===== src/logic/ifd_pkg.sv =====
// Purpose: shared constants and types for the interlock fault diagnostics block
// Assumes: core_clk at 200 MHz
// Notes: long times are top-level parameters so simulation can shorten them
`default_nettype none
package ifd_pkg;
    localparam int CLK_HZ = 200_000_000;
    localparam int WARN_MIN = 30;
    localparam longint WARN_CYC = longint'(WARN_MIN) * 60 * CLK_HZ;
    localparam int BLINK_MS = 250;
    localparam int BLINK_CYC = BLINK_MS * (CLK_HZ / 1000);
    localparam int PAUSE_SLOTS = 6;
    localparam int LOCK_LIMIT = 1_000_000;
    localparam int ACT_LIMIT = 500_000;
    localparam logic [3:0] CODE_NONE = 4'h0;
    localparam logic [3:0] CODE_OUT_A = 4'h1;
    localparam logic [3:0] CODE_OUT_B = 4'h2;
    localparam logic [3:0] CODE_CROSS = 4'h3;
    localparam logic [3:0] CODE_TEMP = 4'h4;
    localparam logic [3:0] CODE_ACT = 4'h5;
    localparam logic [3:0] CODE_CTRL = 4'h6;
    localparam logic [3:0] CODE_LOCK = 4'h7;
    localparam logic [3:0] CODE_SUPPLY = 4'h8;

    typedef struct packed {
        logic out_a_fault;
        logic out_b_fault;
        logic cross_short;
        logic over_temp;
        logic wrong_actuator;
        logic ctrl_input_err;
        logic lock_blocked;
        logic supply_fault;
        logic defective;
        logic input_a_err;
        logic input_b_err;
    } ifd_fault_t;

    typedef struct packed {
        logic red;
        logic green;
    } ifd_led_t;
endpackage : ifd_pkg
`default_nettype wire


===== src/logic/ifd_blinker.sv =====
// Purpose: red blink-code generator, n pulses then a long dark pause
// Assumes: code stable for a group; zero code gives dark
// Notes: code is sampled only at group start so groups never tear
`timescale 1ns/1ps
`default_nettype none
module ifd_blinker #(
    parameter int SLOT_CYC = 4
) (
    input wire logic core_clk,
    input wire logic sys_rst,
    input wire logic [3:0] code,
    output logic led
);
    import ifd_pkg::*;
    logic [31:0] tick_r, tick_nxt;
    logic [4:0] slot_r, slot_nxt;
    logic [3:0] cur_r, cur_nxt;
    logic led_r, led_nxt;

    always_comb begin
        tick_nxt = tick_r;
        slot_nxt = slot_r;
        cur_nxt = cur_r;
        led_nxt = led_r;
        if (tick_r == 32'(SLOT_CYC - 1)) begin
            tick_nxt = '0;
            // group is 2 slots per pulse, then a pause
            if (slot_r >= 5'({cur_r, 1'b0}) + 5'(PAUSE_SLOTS) - 5'h01) begin
                slot_nxt = '0;
                cur_nxt = code;
            end else begin
                slot_nxt = slot_r + 5'h01;
            end
        end else begin
            tick_nxt = tick_r + 32'h1;
        end
        led_nxt = (slot_nxt < 5'({cur_nxt, 1'b0})) && !slot_nxt[0] && (cur_nxt != CODE_NONE);
    end

    always_ff @(posedge core_clk) begin
        if (sys_rst) begin
            tick_r <= '0;
            slot_r <= '0;
            cur_r <= CODE_NONE;
            led_r <= 1'b0;
        end else begin
            tick_r <= tick_nxt;
            slot_r <= slot_nxt;
            cur_r <= cur_nxt;
            led_r <= led_nxt;
        end
    end
    assign led = led_r;
endmodule : ifd_blinker
`default_nettype wire


===== src/logic/ifd_diag.sv =====
// Purpose: fault classification, shutdown timing, lockout, wear and led indication
// Assumes: fault inputs synchronous, level; guard_open high while the guard is open
// Notes: reset stands for a power cycle, the only way out of lockout
// Notes on behaviour
// - output a test fault or stray voltage: warning, one red pulse per group
// - output b test fault or stray voltage: warning, two red pulses per group
// - cross short or both outputs faulty: lockout, three red pulses
// - over temperature warns with four pulses; bad supply warns with eight
// - warning active for thirty minutes switches safety outputs off
// - actuator, control input, locking faults disable at once; defective shows steady red
// - safety input error: green blinks, red off, outputs follow system state
// - wear limit reached: refuse locking, alternate green and red, outputs off
// - latched error clears only when guard opens after cause is gone
// - multiple output faults or cross short lock out until power cycle
`timescale 1ns/1ps
`default_nettype none
module ifd_diag #(
    parameter longint WARN_TIME_CYC = ifd_pkg::WARN_CYC,
    parameter int BLINK_SLOT_CYC = ifd_pkg::BLINK_CYC,
    parameter int LOCK_CYCLE_LIMIT = ifd_pkg::LOCK_LIMIT,
    parameter int ACT_CYCLE_LIMIT = ifd_pkg::ACT_LIMIT
) (
    input wire logic core_clk,
    input wire logic sys_rst,
    input wire ifd_pkg::ifd_fault_t faults,
    input wire logic guard_open,
    input wire logic system_enable,
    input wire logic lock_request,
    input wire logic lock_event,
    input wire logic actuator_event,
    output logic safety_output_a,
    output logic safety_output_b,
    output logic diag_out,
    output logic lock_allowed,
    output var ifd_pkg::ifd_led_t leds,
    output logic warning,
    output logic lockout
);
    import ifd_pkg::*;

    typedef enum {ST_RUN, ST_WARN, ST_ERROR, ST_LOCKOUT, ST_WORN} ifd_state_t;
    ifd_state_t state_r, state_nxt;
    logic [63:0] warn_cnt_r, warn_cnt_nxt;
    logic [19:0] lock_cnt_r, lock_cnt_nxt;
    logic [19:0] act_cnt_r, act_cnt_nxt;
    logic [3:0] code_r, code_nxt;
    logic [31:0] slow_r, slow_nxt;
    logic phase_r, phase_nxt;
    logic outs_r, outs_nxt;
    logic grn_r, grn_nxt;
    logic red_r, red_nxt;
    logic red_blink;
    logic warn_any, err_any, worn, multi_out;
    logic [3:0] warn_code, err_code;

    // warning class, lowest code wins when several are present, except cross short beats the output a and b codes
    always_comb begin
        warn_code = CODE_NONE;
        if (faults.supply_fault) warn_code = CODE_SUPPLY;
        if (faults.over_temp) warn_code = CODE_TEMP;
        if (faults.cross_short || (faults.out_a_fault && faults.out_b_fault))
            warn_code = CODE_CROSS;
        else if (faults.out_b_fault) warn_code = CODE_OUT_B;
        else if (faults.out_a_fault) warn_code = CODE_OUT_A;
        warn_any = warn_code != CODE_NONE;
        err_code = CODE_NONE;
        if (faults.lock_blocked) err_code = CODE_LOCK;
        if (faults.ctrl_input_err) err_code = CODE_CTRL;
        if (faults.wrong_actuator) err_code = CODE_ACT;
        err_any = (err_code != CODE_NONE) || faults.defective;
        multi_out = faults.cross_short || (faults.out_a_fault && faults.out_b_fault);
        worn = (lock_cnt_r >= 20'(LOCK_CYCLE_LIMIT)) || (act_cnt_r >= 20'(ACT_CYCLE_LIMIT));
    end

    always_comb begin
        state_nxt = state_r;
        warn_cnt_nxt = warn_cnt_r;
        code_nxt = code_r;
        lock_cnt_nxt = lock_cnt_r;
        act_cnt_nxt = act_cnt_r;
        if (lock_event && lock_cnt_r < 20'(LOCK_CYCLE_LIMIT)) lock_cnt_nxt = lock_cnt_r + 20'h1;
        if (actuator_event && act_cnt_r < 20'(ACT_CYCLE_LIMIT)) act_cnt_nxt = act_cnt_r + 20'h1;
        case (state_r)
            ST_RUN: begin
                warn_cnt_nxt = '0;
                if (worn) state_nxt = ST_WORN;
                else if (multi_out) begin
                    state_nxt = ST_LOCKOUT;
                    code_nxt = CODE_CROSS;
                end else if (err_any) begin
                    state_nxt = ST_ERROR;
                    code_nxt = err_code;
                end else if (warn_any) begin
                    state_nxt = ST_WARN;
                    code_nxt = warn_code;
                end
            end
            ST_WARN: begin
                if (warn_cnt_r < 64'(WARN_TIME_CYC)) warn_cnt_nxt = warn_cnt_r + 64'h1;
                if (worn) state_nxt = ST_WORN;
                else if (multi_out) begin
                    state_nxt = ST_LOCKOUT;
                    code_nxt = CODE_CROSS;
                end else if (err_any) begin
                    state_nxt = ST_ERROR;
                    code_nxt = err_code;
                end else if (!warn_any && warn_cnt_r < 64'(WARN_TIME_CYC)) begin
                    state_nxt = ST_RUN; // warning drops with its cause while outputs still on
                    code_nxt = CODE_NONE;
                end else if (!warn_any && guard_open) begin
                    state_nxt = ST_RUN;
                    code_nxt = CODE_NONE;
                end else if (warn_any) begin
                    code_nxt = warn_code;
                end
            end
            ST_ERROR: begin
                if (multi_out) begin
                    state_nxt = ST_LOCKOUT;
                    code_nxt = CODE_CROSS;
                end else if (!err_any && !warn_any && guard_open) begin
                    state_nxt = ST_RUN;
                    code_nxt = CODE_NONE;
                end else if (err_any) begin
                    code_nxt = err_code; // the lowest present error code replaces the shown code
                end
            end
            ST_LOCKOUT: begin
                // only a power cycle leaves; guard_open is ignored on purpose
                state_nxt = ST_LOCKOUT;
            end
            ST_WORN: begin
                state_nxt = ST_WORN;
            end
            default: state_nxt = ST_RUN;
        endcase
    end

    // outputs and leds
    always_comb begin
        slow_nxt = slow_r + 32'h1;
        phase_nxt = phase_r;
        if (slow_r >= 32'(BLINK_SLOT_CYC * 2 - 1)) begin
            slow_nxt = '0;
            phase_nxt = !phase_r;
        end
        outs_nxt = system_enable;
        grn_nxt = 1'b1;
        red_nxt = 1'b0;
        case (state_r)
            ST_RUN: red_nxt = 1'b0;
            ST_WARN: begin
                outs_nxt = system_enable && (warn_cnt_r < 64'(WARN_TIME_CYC));
                red_nxt = red_blink;
            end
            ST_ERROR: begin
                outs_nxt = 1'b0;
                red_nxt = faults.defective ? 1'b1 : red_blink;
            end
            ST_LOCKOUT: begin
                outs_nxt = 1'b0;
                red_nxt = red_blink;
            end
            ST_WORN: begin
                outs_nxt = 1'b0;
                grn_nxt = phase_r;
                red_nxt = !phase_r;
            end
            default: outs_nxt = 1'b0;
        endcase
        // input circuit fault: green blinks, red dark, outputs untouched
        if (state_r == ST_RUN && (faults.input_a_err || faults.input_b_err)) begin
            grn_nxt = phase_r;
            red_nxt = 1'b0;
        end
    end

    always_ff @(posedge core_clk) begin
        if (sys_rst) begin
            state_r <= ST_RUN;
            warn_cnt_r <= '0;
            lock_cnt_r <= '0;
            act_cnt_r <= '0;
            code_r <= CODE_NONE;
            slow_r <= '0;
            phase_r <= 1'b0;
            outs_r <= 1'b0;
            grn_r <= 1'b0;
            red_r <= 1'b0;
        end else begin
            state_r <= state_nxt;
            warn_cnt_r <= warn_cnt_nxt;
            lock_cnt_r <= lock_cnt_nxt;
            act_cnt_r <= act_cnt_nxt;
            code_r <= code_nxt;
            slow_r <= slow_nxt;
            phase_r <= phase_nxt;
            outs_r <= outs_nxt;
            grn_r <= grn_nxt;
            red_r <= red_nxt;
        end
    end

    ifd_blinker #(
        .SLOT_CYC(BLINK_SLOT_CYC)
    ) u_blink (
        .core_clk(core_clk),
        .sys_rst(sys_rst),
        .code(code_r),
        .led(red_blink)
    );

    assign safety_output_a = outs_r;
    assign safety_output_b = outs_r;
    // diag output drops as soon as any warning or error other than a safety input error stands
    assign diag_out = outs_r && (state_r == ST_RUN);
    assign lock_allowed = lock_request && (state_r != ST_WORN) && !worn;
    assign leds = '{red: red_r, green: grn_r};
    assign warning = state_r == ST_WARN;
    assign lockout = state_r == ST_LOCKOUT;
endmodule : ifd_diag
`default_nettype wire


===== config.mk =====
export PLATFORM = sky130hd
export DESIGN_NAME = ifd_diag
export DESIGN_NICKNAME = d
export VERILOG_FILES = /design/src/logic/ifd_pkg.sv /design/src/logic/ifd_blinker.sv /design/src/logic/ifd_diag.sv
export SDC_FILE = /design/constraint.sdc
export NUM_CORES = 1
export LEC_CHECK = 0
export BUFFER_PORTS_ARGS = -buffer_cell sky130_fd_sc_hd__buf_2
export CORE_MARGIN = 1
export CORE_UTILIZATION = 45
export CTS_CLUSTER_SIZE = 25
export DETAILED_ROUTE_END_ITERATION = 6
export MAX_ROUTING_LAYER = met4
export SLEW_MARGIN = 0
export SYNTH_ARGS = -nofsm -noshare
export SYNTH_HDL_FRONTEND = slang
export SYNTH_SLANG_ARGS = --single-unit

===== constraint.sdc =====
create_clock -name core_clk -period 4.2 [get_ports core_clk]
set_input_delay 0.42 -clock core_clk [delete_from_list [all_inputs] [get_ports core_clk]]
set_output_delay 0.42 -clock core_clk [all_outputs]
set_load 0.02 [all_outputs]

Word-level counts from Yosys, hierarchy flattened:

Index checks and enable logic that the tools add are counted.

* bits in registers: 218
* word-level logic and storage cells: 126

* $add $sub $neg: 8
* order comparisons: 8
* equality and inequality tests: 15
* mux-type cells: 44
* reductions and logical operators: 37

Operators with widths (number)
* $mux W32: 11
* $pmux W32 S5: 1
* $pmux W64 S2: 1
* $eq A32 B2 Y1 const B: 3
* $mux W4: 21
* $add A32 B1 Y32 const B: 2
* $add A64 B1 Y64 const B: 1
* $eq A32 B3 Y1 const B: 2
* $logic_not A32 Y1: 2
* $lt A64 B39 Y1 const B: 1
* $mux W64: 1
* $add A20 B1 Y20 const B: 2
* $eq A32 B1 Y1 const B: 1
* $eq A32 B26 Y1 const B: 1
* $ge A32 B27 Y1 const B: 1
* $ne A32 B4 Y1 const B: 1
* $ge A20 B19 Y1 const B: 1
* $ge A20 B20 Y1 const B: 1
* $lt A20 B19 Y1 const B: 1
* $lt A20 B20 Y1 const B: 1
* $logic_and A1 B1 Y1: 14
* $pmux W4 S3: 1
* $reduce_bool A4 Y1: 3
* $mux W5: 2
* other kinds (22): 36

Longest topological paths before layout:

* word-level depth: 14
* depth in mapped cells: 13
* gate-level depth less buffers: 13

Hierarchy:

A second synthesis with hierarchy kept.

* cell total of the unflattened synthesis: 1044
* area total of the unflattened synthesis: 8941.1 um2

Modules (own cells, without submodules)
* ifd_diag: times used 1, cells an instance 809, area each 6846.6 um2, seq. area each 2942.8 um2
* ifd_blinker: times used 1, cells an instance 235, area each 2094.5 um2, seq. area each 840.8 um2

Worst setup path before layout:

No wires, ideal clock.

* kind: reg2reg
* start: register u_blink.tick_r[0]
* end: register u_blink.led_r (netlist: u_blink.led)
* setup time: 0.088 ns
* arrival time: 2.977 ns
* setup slack: 1.136 ns
* cell stages (with the launch flop): 13
* clock period less this slack: 3.064 ns
* path through: dfxtp_1 > ha_1 > inv_1 > or3_1 > buf_2 > or4_1 > clkbuf_1 > o31a_1 > o21ai_1 > ha_1 > a21o_1 > a211o_1 > nor4_2

* word-level cells in the longest chain between the ends: 5
* elaborated cells between the ends (all ways): 8

RTL lines
* from (decl): line ifd_blinker.sv:15 `logic [31:0] tick_r, tick_nxt;`
* from (signal assigned): line ifd_blinker.sv:47 `tick_r <= tick_nxt;`
* $eq A32 B26 Y1: line ifd_blinker.sv:25 `if (tick_r == 32'(SLOT_CYC - 1)) begin`
* $mux W5: line ifd_blinker.sv:25
* named net u_blink.slot_nxt[3]: line ifd_blinker.sv:16 `logic [4:0] slot_r, slot_nxt;`
* $lt A5 B5 Y1: line ifd_blinker.sv:37 `led_nxt = (slot_nxt < 5'({cur_nxt, 1'b0})) && !slot_nxt[0] && (cur_nxt != CODE_NONE);`
* $logic_and A1 B1 Y1 (2 in series): line ifd_blinker.sv:37
* to (signal assigned): line ifd_blinker.sv:50 `led_r <= led_nxt;`
* to (decl): line ifd_blinker.sv:18 `logic led_r, led_nxt;`

The timed path passes the listed nets, and every way through them passes these cells.
A chain may end at the register's enable or synchronous reset.

Worst setup path after layout:

Ends and elaborated chain as after synthesis.

==> impl_metrics.csv <==
group,metric,value,unit
outcome,outcome,"finished clean",
power,seq_power_share,0.514,
synthesis,netlist_area,0.00877,mm2
synthesis,sequential_fraction_of_the_synthesis_area,0.432,
cts,insertion_delay,440,ps
timing,post-route-period-util,0.780,
timing,setup_violations,0,
critical_path,worst-r2r-cell-count,10,
synthesis,ys_async_sr_fraction,0,
layout,finalNetCount,1084,
synthesis,ys.warnings.count,0,
cts,cts-root-buf,"sky130_fd_sc_hd__clkbuf_16",
cts,postCtsResizedCells,0,
critical_path,worstPathRequired,4550,ps
synthesis,postSynthRegisterBits,189,
layout,instances_no_fill,1324,
critical_path,worst-setup-path-type,"flip-flop to flip-flop",
global_routing,leftover_overflow_at_the_end_of_global_routing,0,
timing,clock.fmax,305,MHz
placed_design,globalplace.congestion,0.863,
drt,count_of_vias_placed_by_the_detailed_router,7105,
die,dieHeight,142,um
synthesis,post_synth.cell_area_avg,8.45,um2
timing,totalNegativeSetupSlack,0,ps
drt,detail_route.drc_violations,0,
die,placementRows,50,
cts,clk_pin_slew_worst_paths,70,ps
die,floorplan.initialDensity,0.464,
power,irDropWorstVdd,0.000297,V
synthesis,synth_top_area_frac,0.432,
die,io_pins,26,
synthesis,yosys.cell_types.count,67,
die,die_area,0.0200,mm2
die,fp.coreArea,0.0189,mm2
placed_design,dpl.cell_count,1291,
power,power.share.switching,0.256,
timing,grt_setup_unrepaired,"false",
cts,buffers_inserted_by_post_cts_timing_repair,0,
synthesis,synth.most_common_cell,"sky130_fd_sc_hd__dfxtp_1",
cts,number_of_hold_buffers_added_after_cts,0,
power,total_net_switching_power,0.916,mW
cts,h-tree-depth,4,
synthesis,dominantRegCellSynth,"sky130_fd_sc_hd__dfxtp_1",
drt,drt.antenna.violating_nets,0,
power,p_leak,3.49,nW
cts,numClockSinks,189,
synthesis,synth_commonest_cells,"189 x sky130_fd_sc_hd__dfxtp_1, 132 x sky130_fd_sc_hd__nor2_1, 78 x sky130_fd_sc_hd__nand2_1, 62 x sky130_fd_sc_hd__nand3_1, 56 x sky130_fd_sc_hd__a21oi_1",
drt,drt-wirelength-per-cell,13.6,um
min_path,instance_count_along_the_most_critical_hold_path,3,
layout,drive_gt1_frac,0.0724,
job,maxCapViolCount,0,
placed_design,port-buffer-count,25,
power,cellPowerDensity,369,mW/mm2
timing,slew_headroom,0.286,
synthesis,synth_area_leader_cell,"sky130_fd_sc_hd__dfxtp_1",
timing,worst_pin_slew,1070,ps
power,power.internal,2.66,mW
timing,slew_limit_fails,0,
critical_path,cp.arrival,3620,ps
drt,first_iter_violations,299,
critical_path,critPathCaptureType,"flip-flop",
placed_design,post-dp-hpwl,12300,um
global_routing,grt_util_all_layers,0.196,
global_routing,wire_length_of_the_first_global_routing_pass,30700,um
die,die_width,142,um
drt,first_pass_iters,4,
timing,period_minus_slack,3270,ps
synthesis,synthesis.instances,1038,
drt,drt-vias-per-instance,5.37,
synthesis,number_of_enable_type_register_cells_in_the_synthesized_netlist,0,
critical_path,critPathMaxFanout,7,
critical_path,cp_startpoint_kind,"flip-flop",
global_routing,first_global_vias,6394,
power,p_comb_frac,0.050,
synthesis,ys_top_cells_by_area,"sky130_fd_sc_hd__dfxtp_1 43%, sky130_fd_sc_hd__nor2_1 5.7%, sky130_fd_sc_hd__xor2_1 5.2%",
cts,cts_buffers,17,
drt,wirelength,18000,um
layout,area_growth_from_synthesis_to_final_layout,10.5,%
timing,timing.clock.skew,10.9,ps
global_routing,pin_count_of_the_biggest_net_entering_global_routing,63,
cts,max_buffers_root_to_sink,2,
timing,hold_violations,0,
min_path,hp-class,"primary input to flip-flop",
global_routing,grt_antenna_before_repair,0,
cts,clock_tree_from_tritoncts,"done",
power,clock_power_share,0.436,
==> area by class of cell <==
cell class	count	area, um2
fill	1879	9210
multi-input combinational	781	4710
tap	260	325
clock inverter	14	143
inverter	28	105
antenna	1	2.50
clock buffer	18	429
sequential	189	3780
timing repair buffer	33	185
==> per-stage QoR <==
step	total power, mW	hold WS [ps]	worst slack [ps]	instance area [um2]	util
after floorplan	2.00	413	1140	8780	-
after global placement	2.06	429	992	9110	0.482
after detailed placement	2.06	436	925	9110	0.482
after CTS	3.63	181	899	9680	0.513
after global routing	3.73	172	742	9680	0.513
final	3.57	196	925	9690	0.513
==> logic make-up after synthesis <==
kind of cell | Yosys count | synth area share
multiplexers | 6 | 0.00742
AND/OR/NAND/NOR | 508 | 0.305
adder cells (fa/ha/maj) | 16 | 0.0228
other | 1 | 0.000428
buffers and inverters | 72 | 0.0332
XOR/XNOR | 89 | 0.0889
AO/OA/AOI/OAI | 157 | 0.110
flip-flops | 189 | 0.432
==> registers in the layout, summed over array words and instances (netlist names), 3 cells and up <==
| name | flops |
|---|---|
| state_r | 3 |
| warn_cnt_r | 64 |
| u_blink.tick_r | 32 |
| act_cnt_r | 20 |
| lock_cnt_r | 20 |
| code_r | 4 |
| u_blink.cur_r | 4 |
| u_blink.slot_r | 5 |
| slow_r | 32 |
==> per-layer routing <==
metal	part of all wire	global-route usage	up-vias
li1	-	-	3762
met1	0.53	0.270	3248
met2	0.42	0.286	77
met3	0.029	0.0388	18
met4	0.013	0.0628	0
met5	0	-	-
==> power groups by stage <==
stage	registers, mW	logic, mW	clock network (mW)
after floorplan	1.87	0.134	0
after global placement	1.88	0.181	0
after detailed placement	1.88	0.180	0
after CTS	1.84	0.181	1.61
after global routing	1.84	0.201	1.69
final	1.84	0.178	1.56
==> placed cells by master, fill, tap and decap left out, types with 37 or more instances in the layout <==
cell	Yosys	layout
sky130_fd_sc_hd__dfxtp_1	189	189
sky130_fd_sc_hd__nor2_1	132	132
sky130_fd_sc_hd__nand2_1	78	78
sky130_fd_sc_hd__nand3_1	62	62
sky130_fd_sc_hd__a21oi_1	56	56
sky130_fd_sc_hd__and3_1	52	52
sky130_fd_sc_hd__xor2_1	52	52
sky130_fd_sc_hd__xnor2_1	37	37
==> worst max-delay path, stage by stage, from the launching register on <==
cell and delay [ps]:
sky130_fd_sc_hd__dfxtp_1 370, sky130_fd_sc_hd__ha_1 220, sky130_fd_sc_hd__inv_1 50, sky130_fd_sc_hd__or3_1 500
sky130_fd_sc_hd__or4_1 680, sky130_fd_sc_hd__o31a_1 290, sky130_fd_sc_hd__o21ai_1 170, sky130_fd_sc_hd__ha_1 270
sky130_fd_sc_hd__a21o_1 160, sky130_fd_sc_hd__a211o_1 290, sky130_fd_sc_hd__nor4_2 200
==> final timing paths <==
check	start	endpoint	slack, ps
worst max-delay path	u_blink.tick_r[0]$_SDFF_PP0_	u_blink.led$_SDFF_PP0_	930
worst min-delay path	system_enable	safety_output_a$_SDFF_PP0_	200
worst max register to register	u_blink.tick_r[0]$_SDFF_PP0_	u_blink.led$_SDFF_PP0_	930
worst min register to register	slow_r[0]$_SDFF_PP0_	slow_r[0]$_SDFF_PP0_	450
Note: power is estimated with default switching activity, not from simulation.
